`src/tcc_defines.svh`:
```
// offsets, field positions, reset values and fixed codes of the test capability block
`ifndef TCC_DEFINES_SVH
`define TCC_DEFINES_SVH
// capability structure offsets (configuration space, byte addresses)
`define TCC_OFF_HDR_ONE 12'h004
`define TCC_OFF_HDR_TWO 12'h008
`define TCC_OFF_LOCK 12'h00A
`define TCC_OFF_FLAGS 12'h00C
`define TCC_OFF_CACHE 12'h010
`define TCC_OFF_BASE_LO 12'h014
`define TCC_OFF_BASE_HI 12'h018
// header fields
`define TCC_HDR_REV 4'h0
`define TCC_HDR_LEN 12'h022
// vendor and structure identifiers: arbitrary neutral values
`define TCC_VENDOR_CODE 16'h1234
`define TCC_STRUCT_ID 16'h0055
// base low fixed fields
`define TCC_SPACE_MEM 1'b0
`define TCC_BASE_W32 2'b00
`define TCC_BASE_W64 2'b10
// cache size units
`define TCC_UNIT_BYTES 2'b00
`define TCC_UNIT_KB 2'b01
`define TCC_UNIT_MB 2'b10
// test region offsets
`define TCC_RG_START 8'h00
`define TCC_RG_WBACK 8'h08
`define TCC_RG_SIZE 8'h10
`define TCC_RESET_64 64'h0000000000000000
`endif

```
`src/tcc_pkg.sv`:
```
// types shared by the test capability register block
package tcc_pkg;
   typedef enum logic [1:0] {TCC_CFG_IDLE, TCC_CFG_LOCKED} tcc_lock_e;
   typedef logic [63:0] tcc_addr_t;
endpackage

```
`src/tcc_region_regs.sv`:
```
// memory-mapped test setup registers: start and write-back pointers
`timescale 1ns/1ps
`include "tcc_defines.svh"
module tcc_region_regs
   import tcc_pkg::*;
(
   input wire logic sys_clk, // device clock
   input wire logic rst_n, // sync reset, low active
   input wire logic clk_en, // freezes state while low
   input wire logic wr_en, // region write strobe
   input wire logic locked, // writes blocked
   input wire logic [7:0] wr_off, // region offset of write
   input wire logic [7:0] wr_be, // byte enables
   input wire logic [63:0] wr_data, // write data
   output tcc_addr_t start_ptr, // set start pointer
   output tcc_addr_t wback_ptr // result copy pointer
);
   tcc_addr_t start_ff;
   tcc_addr_t wback_ff;
   logic do_start;
   logic do_wback;

   // merge byte lanes into an old word
   function automatic tcc_addr_t merge(tcc_addr_t old, tcc_addr_t nw, logic [7:0] be);
      tcc_addr_t r;
      r = old;
      for (int i = 0; i < 8; i++) begin
         if (be[i]) r[i*8 +: 8] = nw[i*8 +: 8];
      end
      return r;
   endfunction

   // decode, lock gate
   assign do_start = wr_en && !locked && (wr_off == `TCC_RG_START);
   assign do_wback = wr_en && !locked && (wr_off == `TCC_RG_WBACK);

   // pointer registers, all zero after reset
   always_ff @(posedge sys_clk) begin
      if (!rst_n) begin
         start_ff <= `TCC_RESET_64;
         wback_ff <= `TCC_RESET_64;
      end else if (clk_en) begin
         if (do_start) start_ff <= merge(start_ff, wr_data, wr_be);
         if (do_wback) wback_ff <= merge(wback_ff, wr_data, wr_be);
      end
   end

   assign start_ptr = start_ff;
   assign wback_ptr = wback_ff;
endmodule

```
`src/tcc_cap_regs.sv`:
```
// test capability structure and test setup region register block
`timescale 1ns/1ps
`include "tcc_defines.svh"
// Behaviour
// - Header one reads vendor code in 15:0, revision zero in 19:16 and length 0x22 in 31:20.
// - Header two at offset eight reads the fixed structure identifier in 15:0.
// - Writing one to lock bit zero locks the setup registers; bits 15:1 read zero.
// - Feature bits 0..3 show self-check and algorithm 1a, 1b and 2 support.
// - Feature bits 4..18 show which coherent request opcodes the device can issue.
// - Bit 19 shows stray completion support, bit 20 dropped read support, 23:21 zero.
// - Feature bits 31:24 give the setup region size in bytes.
// - Cache word gives capacity in 13:0 and its unit in 15:14.
// - Base low bit 0 reads zero for memory space and bit 3 reads zero.
// - Base low bits 2:1 give the base width code, 00 or 10.
// - Base low 31:4 and base high hold address bits 31:4 and 63:32.
// - Setup registers decode relative to the programmed base and reset to zero.
// - Region offset zero holds the 64-bit set start pointer.
// - Region offset eight holds the write-back pointer, used only without self-check.
module tcc_cap_regs
   import tcc_pkg::*;
#(
   parameter logic [3:0] ALGO_SUPPORT = 4'h0, // self-check, 1a, 1b, 2
   parameter logic [14:0] OPCODE_SUPPORT = 15'h0000, // requester opcodes
   parameter logic STRAY_CPL = 1'b0, // stray completion support
   parameter logic DROP_RD = 1'b0, // dropped read support
   parameter logic [13:0] CACHE_CAP = 14'h0000, // cache capacity
   parameter logic [1:0] CACHE_UNIT = `TCC_UNIT_KB, // capacity unit
   parameter logic [1:0] BASE_WIDTH = `TCC_BASE_W64 // base width code
)(
   input wire logic sys_clk, // device clock
   input wire logic rst_n, // sync reset, low active
   input wire logic clk_en, // freezes state while low
   input wire logic cfg_wr, // config write strobe
   input wire logic cfg_rd, // config read strobe
   input wire logic [11:0] cfg_addr, // config byte address, word aligned
   input wire logic [3:0] cfg_be, // config byte enables
   input wire logic [31:0] cfg_wdata, // config write data
   output logic [31:0] cfg_rdata, // config read data
   output logic cfg_rvalid, // config read data valid
   input wire logic mem_wr, // memory write strobe
   input wire logic mem_rd, // memory read strobe
   input wire logic [63:0] mem_addr, // memory byte address
   input wire logic [7:0] mem_be, // memory byte enables
   input wire logic [63:0] mem_wdata, // memory write data
   output logic [63:0] mem_rdata, // memory read data
   output logic mem_rvalid, // memory read hit valid
   output logic [63:0] set_start_pointer, // start pointer to the engine
   output logic [63:0] result_copy_pointer, // write-back pointer to the engine
   output logic wback_in_use, // write-back pointer active
   output logic config_lock_bit // lock state
);
   // ***************************************************
   // configuration structure
   // ***************************************************
   tcc_lock_e lock_ff;
   logic [27:0] base_lo_ff;
   logic [31:0] base_hi_ff;
   logic self_check_en;
   logic [31:0] cfg_rdata_ff;
   logic cfg_rvalid_ff;
   logic [63:0] mem_rdata_ff;
   logic mem_rvalid_ff;
   logic [63:0] start_ptr_ff;
   logic [63:0] wback_ptr_ff;
   logic wback_use_ff;
   logic config_lock_ff;

   logic [31:0] hdr_one;
   logic [31:0] hdr_two_lock;
   logic [31:0] feature_word;
   logic [31:0] cache_word;
   logic [31:0] base_lo_word;
   logic self_check_support;
   logic algo_one_a_support;
   logic algo_one_b_support;
   logic algo_two_support;
   logic stray_completion_support;
   logic dropped_read_support;
   logic [7:0] setup_region_size;
   logic [13:0] cache_capacity;
   logic [1:0] cache_capacity_units;
   logic space_kind_bit;
   logic locked;
   logic lock_set;
   logic [63:0] region_base;
   logic in_region;
   logic [7:0] region_off;
   logic [31:0] cfg_sel;
   tcc_addr_t start_ptr;
   tcc_addr_t wback_ptr;
   logic [63:0] mem_sel;
   logic [31:0] base_lo_merged;

   // merge a 32-bit config word under byte enables
   function automatic logic [31:0] merge32(logic [31:0] old, logic [31:0] nw, logic [3:0] be);
      logic [31:0] r;
      r = old;
      for (int i = 0; i < 4; i++) begin
         if (be[i]) r[i*8 +: 8] = nw[i*8 +: 8];
      end
      return r;
   endfunction

   // capability fields
   assign self_check_support = ALGO_SUPPORT[0];
   assign algo_one_a_support = ALGO_SUPPORT[1];
   assign algo_one_b_support = ALGO_SUPPORT[2];
   assign algo_two_support = ALGO_SUPPORT[3];
   assign stray_completion_support = STRAY_CPL;
   assign dropped_read_support = DROP_RD;
   assign setup_region_size = `TCC_RG_SIZE;
   assign cache_capacity = CACHE_CAP;
   assign cache_capacity_units = CACHE_UNIT;
   assign space_kind_bit = `TCC_SPACE_MEM;

   // read words of the structure
   assign hdr_one = {`TCC_HDR_LEN, `TCC_HDR_REV, `TCC_VENDOR_CODE};
   assign locked = (lock_ff == TCC_CFG_LOCKED);
   assign hdr_two_lock = {15'h0000, locked, `TCC_STRUCT_ID};
   assign feature_word = {setup_region_size, 3'h0, dropped_read_support,
      stray_completion_support, OPCODE_SUPPORT, algo_two_support,
      algo_one_b_support, algo_one_a_support, self_check_support};
   assign cache_word = {16'h0000, cache_capacity_units, cache_capacity};
   assign base_lo_word = {base_lo_ff, 1'b0, BASE_WIDTH, space_kind_bit};

   // config read select; unmapped reads zero
   assign cfg_sel = (cfg_addr == `TCC_OFF_HDR_ONE) ? hdr_one :
                    (cfg_addr == `TCC_OFF_HDR_TWO) ? hdr_two_lock :
                    (cfg_addr == `TCC_OFF_FLAGS) ? feature_word :
                    (cfg_addr == `TCC_OFF_CACHE) ? cache_word :
                    (cfg_addr == `TCC_OFF_BASE_LO) ? base_lo_word :
                    (cfg_addr == `TCC_OFF_BASE_HI) ? base_hi_ff : 32'h00000000;

   // lock lives in byte lane 2 of the dword at offset 08h
   assign lock_set = cfg_wr && (cfg_addr == `TCC_OFF_HDR_TWO) && cfg_be[2] && cfg_wdata[16];

   // lock state: write once, held until reset
   always_ff @(posedge sys_clk) begin
      if (!rst_n) begin
         lock_ff <= TCC_CFG_IDLE;
      end else if (clk_en) begin
         case (lock_ff)
            TCC_CFG_IDLE: begin
               if (lock_set) lock_ff <= TCC_CFG_LOCKED;
            end
            TCC_CFG_LOCKED: lock_ff <= TCC_CFG_LOCKED;
            default: lock_ff <= TCC_CFG_IDLE;
         endcase
      end
   end

   // low base word as it would read after the write; fixed low bits drop out below
   assign base_lo_merged = merge32(base_lo_word, cfg_wdata, cfg_be);

   // base address registers
   always_ff @(posedge sys_clk) begin
      if (!rst_n) begin
         base_lo_ff <= 28'h0000000;
         base_hi_ff <= 32'h00000000;
      end else if (clk_en && cfg_wr) begin
         if (cfg_addr == `TCC_OFF_BASE_LO) base_lo_ff <= base_lo_merged[31:4];
         if (cfg_addr == `TCC_OFF_BASE_HI) base_hi_ff <= merge32(base_hi_ff, cfg_wdata, cfg_be);
      end
   end

   // config read answer, one cycle after the strobe
   always_ff @(posedge sys_clk) begin
      if (!rst_n) begin
         cfg_rdata_ff <= 32'h00000000;
         cfg_rvalid_ff <= 1'b0;
      end else if (clk_en) begin
         cfg_rvalid_ff <= cfg_rd;
         if (cfg_rd) cfg_rdata_ff <= cfg_sel;
      end
   end

   // ***************************************************
   // memory-mapped setup region
   // ***************************************************
   // 32-bit base code ignores the high word
   assign region_base = (BASE_WIDTH == `TCC_BASE_W32) ? {32'h00000000, base_lo_ff, 4'h0} :
                        {base_hi_ff, base_lo_ff, 4'h0};
   assign in_region = (mem_addr >= region_base) &&
                      ((mem_addr - region_base) < 64'(`TCC_RG_SIZE));
   assign region_off = 8'(mem_addr - region_base);

   tcc_region_regs u_region (
      .sys_clk(sys_clk),
      .rst_n(rst_n),
      .clk_en(clk_en),
      .wr_en(mem_wr && in_region),
      .locked(locked),
      .wr_off(region_off),
      .wr_be(mem_be),
      .wr_data(mem_wdata),
      .start_ptr(start_ptr),
      .wback_ptr(wback_ptr)
   );

   assign mem_sel = (region_off == `TCC_RG_START) ? start_ptr :
                    (region_off == `TCC_RG_WBACK) ? wback_ptr : 64'h0000000000000000;

   // self-check enable lives outside this block; tie to support for now
   assign self_check_en = self_check_support;

   // region read answer and pointer outputs
   always_ff @(posedge sys_clk) begin
      if (!rst_n) begin
         mem_rdata_ff <= `TCC_RESET_64;
         mem_rvalid_ff <= 1'b0;
         start_ptr_ff <= `TCC_RESET_64;
         wback_ptr_ff <= `TCC_RESET_64;
         wback_use_ff <= 1'b0;
         config_lock_ff <= 1'b0;
      end else if (clk_en) begin
         mem_rvalid_ff <= mem_rd && in_region;
         if (mem_rd && in_region) mem_rdata_ff <= mem_sel;
         start_ptr_ff <= start_ptr;
         wback_ptr_ff <= wback_ptr;
         wback_use_ff <= !self_check_en;
         config_lock_ff <= locked;
      end
   end

   assign cfg_rdata = cfg_rdata_ff;
   assign cfg_rvalid = cfg_rvalid_ff;
   assign mem_rdata = mem_rdata_ff;
   assign mem_rvalid = mem_rvalid_ff;
   assign set_start_pointer = start_ptr_ff;
   assign result_copy_pointer = wback_ptr_ff;
   assign wback_in_use = wback_use_ff;
   assign config_lock_bit = config_lock_ff;
endmodule

```
`config.mk`:
```
export PLATFORM = sky130hd
export DESIGN_NAME = tcc_cap_regs
export DESIGN_NICKNAME = d
export VERILOG_FILES = /design/src/tcc_pkg.sv /design/src/tcc_region_regs.sv /design/src/tcc_cap_regs.sv
export VERILOG_INCLUDE_DIRS = /design/src
export SDC_FILE = /design/constraint.sdc
export NUM_CORES = 1
export LEC_CHECK = 0
export ABC_AREA = 1
export BUFFER_PORTS_ARGS = -buffer_cell sky130_fd_sc_hd__buf_2
export CORE_MARGIN = 2
export CORE_UTILIZATION = 43
export DETAILED_ROUTE_END_ITERATION = 8
export PLACE_DENSITY_LB_ADDON = 0.08
export SETUP_SLACK_MARGIN = 0.2
export SLEW_MARGIN = 20
export SYNTH_ARGS = -nofsm -noshare
export SYNTH_HDL_FRONTEND = slang
export SYNTH_SLANG_ARGS = --single-unit
```
`constraint.sdc`:
```
create_clock -name sys_clk -period 2.85 [get_ports sys_clk]
set_input_delay 0 -clock sys_clk [delete_from_list [all_inputs] [get_ports sys_clk]]
set_output_delay 0 -clock sys_clk [all_outputs]
set_load 0.1 [all_outputs]
```
==> Word level (Yosys, flattened, before mapping) <==
Cells that the tools add are included.
{ "classes": {"addsub": 1, "order_cmp": 2, "eq_ne": 9, "muxes": 10, "reduce_logical": 40} }
{ "op_table": {"columns": ["cell", "n"], "rows": [
  ["32-bit 2-to-1 mux", 6],
  ["64-bit 2-to-1 mux", 2],
  ["3-bit AND reduction", 24],
  ["64-bit >= comparator", 1],
  ["64-bit by 5-bit less-than comparator with 1-bit output (second input constant)", 1],
  ["64-bit subtractor", 1],
  ["12-bit by 5-bit == test with 1-bit output (second input constant)", 3],
  ["12-bit by 4-bit == test with 1-bit output (second input constant)", 2],
  ["12-bit by 3-bit == test with 1-bit output (second input constant)", 1],
  ["1-bit logical AND", 10],
  ["8-bit by 4-bit == test with 1-bit output (second input constant)", 1],
  ["8-bit zero test", 1],
  ["2-bit AND reduction", 3],
  ["2-bit case mux with 2 select lines", 1],
  ["2-bit by 1-bit == test with 1-bit output (second input constant)", 1],
  ["2-bit zero test", 1],
  ["2-bit 2-to-1 mux", 1],
  ["2-bit inequality test (second input constant)", 1],
  ["1-bit zero test", 1]
]} }
{ "totals": {"regBits": 418, "input_bits": 191, "output_inout_bits": 228, "elab_cells": 95} }

==> Longest topological paths before layout <==
{ "logic_depth": {"word_depth": 7, "depth_mapped": 26, "ltp_nobuf": 25} }

==> By module <==
A second synthesis with hierarchy kept.
{ "hier_totals": {"cells_unflattened": 3886, "area_unflattened_um2": 23981.8} }
{ "by_module_without_submodules": {"columns": ["module", "instances", "cells_per_inst", "area_each_um2", "seq_area_each_um2"], "rows": [
  ["tcc_cap_regs", 1, 2831, 17262.8, 5785.5],
  ["tcc_region_regs", 1, 1055, 6718.9, 2562.5]
]} }

==> Least setup slack after synthesis <==
OpenSTA, ideal clock, no wires.
{ "synth_path": {"path_kind": "reg2reg", "from": "register base_lo_ff[0]", "to": "register mem_rdata_ff[24], in the netlist mem_rdata[24]", "setup_ps": 117, "arrival_ps": 2848, "t_required_ps": 2733, "slack_ps": -114, "stages_incl_launch_ff": 25, "path_buffers": 2, "synth_period_minus_slack_ps": 2964, "cell_sequence": "dfxtp_1 ha_1 fa_1 inv_1 nand3_1 nor2_1 nand2_1 nand3_1 nand2_1 nand2_1 nand2_1 nand2_1 nand2_1 nor2_1 nand2_1 nor2_1 nand2_1 nor2_1 nand3_2 nor2_8 nand3_4 buf_6 buf_6 o21ai_0 nor2_1"} }
{ "synth_via": {"elab_chain_cells": 5, "elab_cells_between_ends": 10, "classes_between": "add/sub: 1; order compare: 2; eq/ne: 1; mux: 2; reduce/logical: 4"} }
{ "synth_lines": {"columns": ["item", "line", "source"], "rows": [
  ["from (decl)", "tcc_cap_regs.sv:56", "logic [27:0] base_lo_ff;"],
  ["from (signal assigned)", "tcc_cap_regs.sv:161", "if (cfg_addr == `TCC_OFF_BASE_LO) base_lo_ff <= base_lo_merged[31:4];"],
  ["64-bit subtractor", "tcc_cap_regs.sv:185", "assign region_off = 8'(mem_addr - region_base);"],
  ["64-bit by 5-bit less-than comparator with 1-bit output", "tcc_cap_regs.sv:184", "((mem_addr - region_base) < 64'(`TCC_RG_SIZE));"],
  ["1-bit logical AND", "tcc_cap_regs.sv:183", "assign in_region = (mem_addr >= region_base) &&"],
  ["1-bit logical AND", "tcc_cap_regs.sv:217", "if (mem_rd && in_region) mem_rdata_ff <= mem_sel;"],
  ["2-bit AND reduction (no source line)", null, null],
  ["to (signal assigned)", "tcc_cap_regs.sv:209", "mem_rdata_ff <= `TCC_RESET_64;"],
  ["to (signal assigned)", "tcc_cap_regs.sv:217", null],
  ["to (decl)", "tcc_cap_regs.sv:61", "logic [63:0] mem_rdata_ff;"]
]} }
Several ways; a longest one is shown, not always the timed one.
A chain may end at the register's enable or synchronous reset.

==> Worst setup path after layout <==
{ "layout_path": {"from": "register base_lo_ff[19]", "to": "register mem_rdata_ff[25], in the netlist mem_rdata[25]"} }
{ "layout_via": {"elab_chain_cells": 5, "elab_cells_between_ends": 6, "classes_between": "add/sub: 1; order compare: 2; reduce/logical: 3"} }
{ "layout_lines": {"columns": ["item", "line"], "rows": [
  ["64-bit subtractor", null],
  ["64-bit by 5-bit less-than comparator with 1-bit output", "tcc_cap_regs.sv:184"],
  ["1-bit logical AND (*)", "tcc_cap_regs.sv:183"],
  ["1-bit logical AND (*)", "tcc_cap_regs.sv:217"],
  ["2-bit AND reduction (no source line) (*)", null]
]} }
Every way passes the cells marked *; elsewhere a longest branch is shown, timed or not.

==> impl_metrics.json <==
{
  "run_status": "finished with violations",
  "failed_checks": "setup timing",
  "synthArstFlopShare_pct": 0,
  "synth-adder-area-share_pct": 3.49,
  "final-setup-viol-count": 193,
  "clkLatencyLatePin_ns": 0.58,
  "timing.final.hold_violations": 0,
  "fmaxAchievable_mhz": 291,
  "yosys_most_used_dff": "sky130_fd_sc_hd__dfxtp_1",
  "post-route-drc-count": 0,
  "die_h_um": 231,
  "wl_per_cell_um": 18.2,
  "post_cts_clock_slew_at_the_launch_and_capture_registers_of_the_worst_setup_and_hold_paths_ns": 0.06,
  "finalNonFillerCells": 5009,
  "place_hpwl_um": 67900,
  "netlist.top_cell.by_area": "sky130_fd_sc_hd__dfxtp_1",
  "share_seq_of_total_power_pct": 40.9,
  "yosys_warnings": 0,
  "synth.area.top_cells": "sky130_fd_sc_hd__dfxtp_1 38%, sky130_fd_sc_hd__nand2_1 15%, sky130_fd_sc_hd__nor2_1 9.6%",
  "report.power.total_w": 0.0146,
  "detail_route.wirelength_um": 91300,
  "power_leakage_nw": 16.1,
  "cts-buffers-inserted": 46,
  "grt_antenna_before_repair": 5,
  "rsz0062_at_grt": "yes",
  "post_synth_and_or_nand_nor_area_fraction_pct": 31.2,
  "path_class": "register to register",
  "num_rows": 83,
  "post-synth-top-count-cell": "sky130_fd_sc_hd__nand2_1",
  "worst-endpoint-required_ns": 3.32,
  "synth-compound-area-share_pct": 16.1,
  "num_io_pins": 419,
  "max_cap_violations": 0,
  "numPlacedInstances": 4767,
  "fp.dieArea_um2": 53100,
  "timing.final.crit_period_ns": 3.44,
  "synth.net_count": 3701,
  "synth_area_um2": 22100,
  "postSynthCellCount": 3449,
  "fin_worst_skew_ns": 0.0278,
  "cts_sinks": 417,
  "power-per-cell-area_nw_per_um2": 450,
  "vias_in_the_first_global_route": 23600,
  "synth-seq-cells": 417,
  "total_congestion_overflow": 0,
  "first_iteration_detailed_routing_drc_count": 1882,
  "grt_pass1_wl_um": 135000,
  "core_region_area_um2": 51000,
  "pre_cts_slack_ns": -0.846,
  "cts_max_level": 2,
  "netlist_top_cells_count": "910 x sky130_fd_sc_hd__nand2_1, 562 x sky130_fd_sc_hd__nor2_1, 495 x sky130_fd_sc_hd__inv_1",
  "critical_path.startpoint_type": "register",
  "yosys.area.top_type_share_pct": 37.8,
  "gp_routability_congestion": 0.974,
  "switching_share_pct": 30.6,
  "fraction_of_final_layout_cells_with_drive_strength_greater_than_1_pct": 30.1,
  "hp-class": "input pin to register",
  "p_comb_share_pct": 19.1,
  "maximum_ir_drop_on_the_vdd_rail_mv": 0.454,
  "post_synth_edffs": 0,
  "p_switching_w": 0.00448,
  "synth-xor-area-share_pct": 0.119,
  "clockPowerShare_pct": 40.0,
  "design_area_um2": 32500,
  "syn_avg_cell_area_um2": 6.40,
  "min_period_over_period_pct": 121,
  "worstPathArrival_ns": 3.92,
  "chipWidth_um": 231,
  "cts_tree": "done",
  "ctsRootBufferMaster": "sky130_fd_sc_hd__clkbuf_16",
  "synthToLayoutAreaGrowth_pct": 47.3,
  "detailroute.via_count": 25200,
  "tns_ns": -98.36,
  "nNetsFinal": 4547,
  "timing.critical_path.to_type": "register",
  "power_report.internal_total_w": 0.0101,
  "timing_max_transition_violations_final": 0,
  "max-clock-path-buffers": 3,
  "ys_types": 48,
  "drt-vias-per-instance": 5.04,
  "ant_nets": 0,
  "synth.yosys.seq_area_share_pct": 37.8,
  "initial_utilization_pct": 43.3,
  "worstPathMaxFanout": 6,
  "worst_max_slew_margin_expressed_relative_to_the_limit_pct": 51.8,
  "grt_start_max_net_pins": 102,
  "worst-slew-pin-transition_ns": 0.723,
  "grt.total_usage_pct": 33.0,
  "main_combinational_cell_family_by_area_after_synthesis": "simple AND/OR/NAND/NOR gates",
  "placedInstanceArea_um2": 27300,
  "yosys-mux-area-fraction_pct": 0,
  "portBuffers": 418,
  "final.setup.worst_slack_ns": -0.592,
  "drt-pass1-iter-count": 6,
  "ff2ff_setup_slack_ns": -0.59
}
[layer usage]
metal  GRT usage (%)  vias to the layer above  share of wire, %
li1                -                    12600                 -
met1            44.7                    11500                44
met2            51.3                      938                43
met3            6.97                      178               8.1
met4            12.6                        4               4.1
met5               0                        -             0.033
[cell type report]
class                           instances  area (um2)
Antenna cell                            3        7.51
Clock buffer                           63        1320
Clock inverter                         16         149
Fill cell                            4810       18500
Inverter                              502        1920
Multi-Input combinational cell       2401       13000
Sequential cell                       417        8350
Tap cell                              680         851
Timing Repair Buffer                  926        6870
Timing Repair inverter                  1        30.0
[power groups by stage]
stage | Sequential (W) | Clock (W) | Combinational [W]
5_1_grt | 0.00599 | 0.00617 | 0.00297
4_1_cts | 0.00599 | 0.00592 | 0.00269
6_report | 0.00599 | 0.00585 | 0.00279
2_1_floorplan | 0.00680 | 0 | 0.000872
3_5_place_dp | 0.00611 | 0 | 0.00245
3_3_place_gp | 0.00611 | 0 | 0.00245
[cell usage in the layout (no fill, tap or decap), types with 14 or more instances in the layout]
master,synthesis,layout
sky130_fd_sc_hd__nand2_1,910,824
sky130_fd_sc_hd__inv_1,495,464
sky130_fd_sc_hd__nor2_1,562,434
sky130_fd_sc_hd__buf_2,4,416
sky130_fd_sc_hd__dfxtp_1,417,412
sky130_fd_sc_hd__buf_4,9,341
sky130_fd_sc_hd__a21oi_1,288,266
sky130_fd_sc_hd__o21ai_0,246,214
sky130_fd_sc_hd__dlygate4sd3_1,0,113
sky130_fd_sc_hd__nor2_2,7,97
sky130_fd_sc_hd__nand2_2,1,84
sky130_fd_sc_hd__o22ai_1,83,83
sky130_fd_sc_hd__nand3_1,80,65
sky130_fd_sc_hd__clkbuf_16,0,48
sky130_fd_sc_hd__ha_4,0,41
sky130_fd_sc_hd__nor2_4,0,38
sky130_fd_sc_hd__o21ai_1,32,35
sky130_fd_sc_hd__inv_2,6,33
sky130_fd_sc_hd__nand4_1,29,29
sky130_fd_sc_hd__o21ai_2,0,25
sky130_fd_sc_hd__buf_12,1,24
sky130_fd_sc_hd__a21oi_2,0,22
sky130_fd_sc_hd__nand4_4,10,21
sky130_fd_sc_hd__ha_1,60,17
sky130_fd_sc_hd__nand3b_1,15,15
sky130_fd_sc_hd__nand3_2,1,14
[timing repair]
item                       CTS  global route
setup buffers               23             8
setup endpoints to repair  193           197
hold buffers               113             0
resized for setup          279           218
hold endpoints to repair   245             0
pin swaps                   72            77
gates cloned                13             3
[registers in the layout (all words and copies together), names as in the netlist]
register / cells
base_hi_ff: 32
config_lock_bit: 1
wback_in_use: 1
result_copy_pointer: 64
lock_ff: 1
mem_rdata: 64
base_lo_ff: 28
cfg_rvalid: 1
u_region.start_ptr: 64
mem_rvalid: 1
u_region.wback_ptr: 64
set_start_pointer: 64
cfg_rdata: 32
[worst max-delay path, stage by stage (launching register included)]
cell and delay [ns]:
sky130_fd_sc_hd__dfxtp_1 0.32, sky130_fd_sc_hd__inv_2 0.09, sky130_fd_sc_hd__ha_4 0.30, sky130_fd_sc_hd__nand2_1 0.11, sky130_fd_sc_hd__buf_4 0.16, sky130_fd_sc_hd__nor2_2 0.15, sky130_fd_sc_hd__and2_4 0.20, sky130_fd_sc_hd__nand3_2 0.11
sky130_fd_sc_hd__nand3_2 0.12, sky130_fd_sc_hd__buf_4 0.11, sky130_fd_sc_hd__nand2_1 0.08, sky130_fd_sc_hd__nand3_1 0.15, sky130_fd_sc_hd__nand2_1 0.06, sky130_fd_sc_hd__nor2_1 0.10, sky130_fd_sc_hd__nand2_1 0.07, sky130_fd_sc_hd__nor2_2 0.12
sky130_fd_sc_hd__nand3_2 0.14, sky130_fd_sc_hd__nor2_8 0.14, sky130_fd_sc_hd__nand3_4 0.17, sky130_fd_sc_hd__buf_12 0.21, sky130_fd_sc_hd__buf_12 0.13, sky130_fd_sc_hd__buf_16 0.14, sky130_fd_sc_hd__o21ai_2 0.11, sky130_fd_sc_hd__nor2_1 0.05
[through the flow]
stage               hold WS (ns)  util [%]
CTS                      0.00379      62.1
detailed placement         0.244      53.6
floorplan                  0.135         -
finish                    0.0558      63.7
global placement           0.242      53.6
global route              0.0808      63.7
[kinds of logic after synthesis]
kind of cell             Yosys count
AO/OA/AOI/OAI                    677
flip-flops                       417
adder cells (fa/ha/maj)           61
AND/OR/NAND/NOR                 1660
buffers and inverters            631
XOR/XNOR                           3
[final timing paths]
check,from,end,depth (start not counted)
min reg2reg,cfg_rdata[8],cfg_rdata[8],2
max reg2reg,base_lo_ff[19],mem_rdata[25],23
max,base_lo_ff[19],mem_rdata[25],23
min,cfg_addr[3],cfg_rdata[14],6
(Power assumes the default switching activity.)
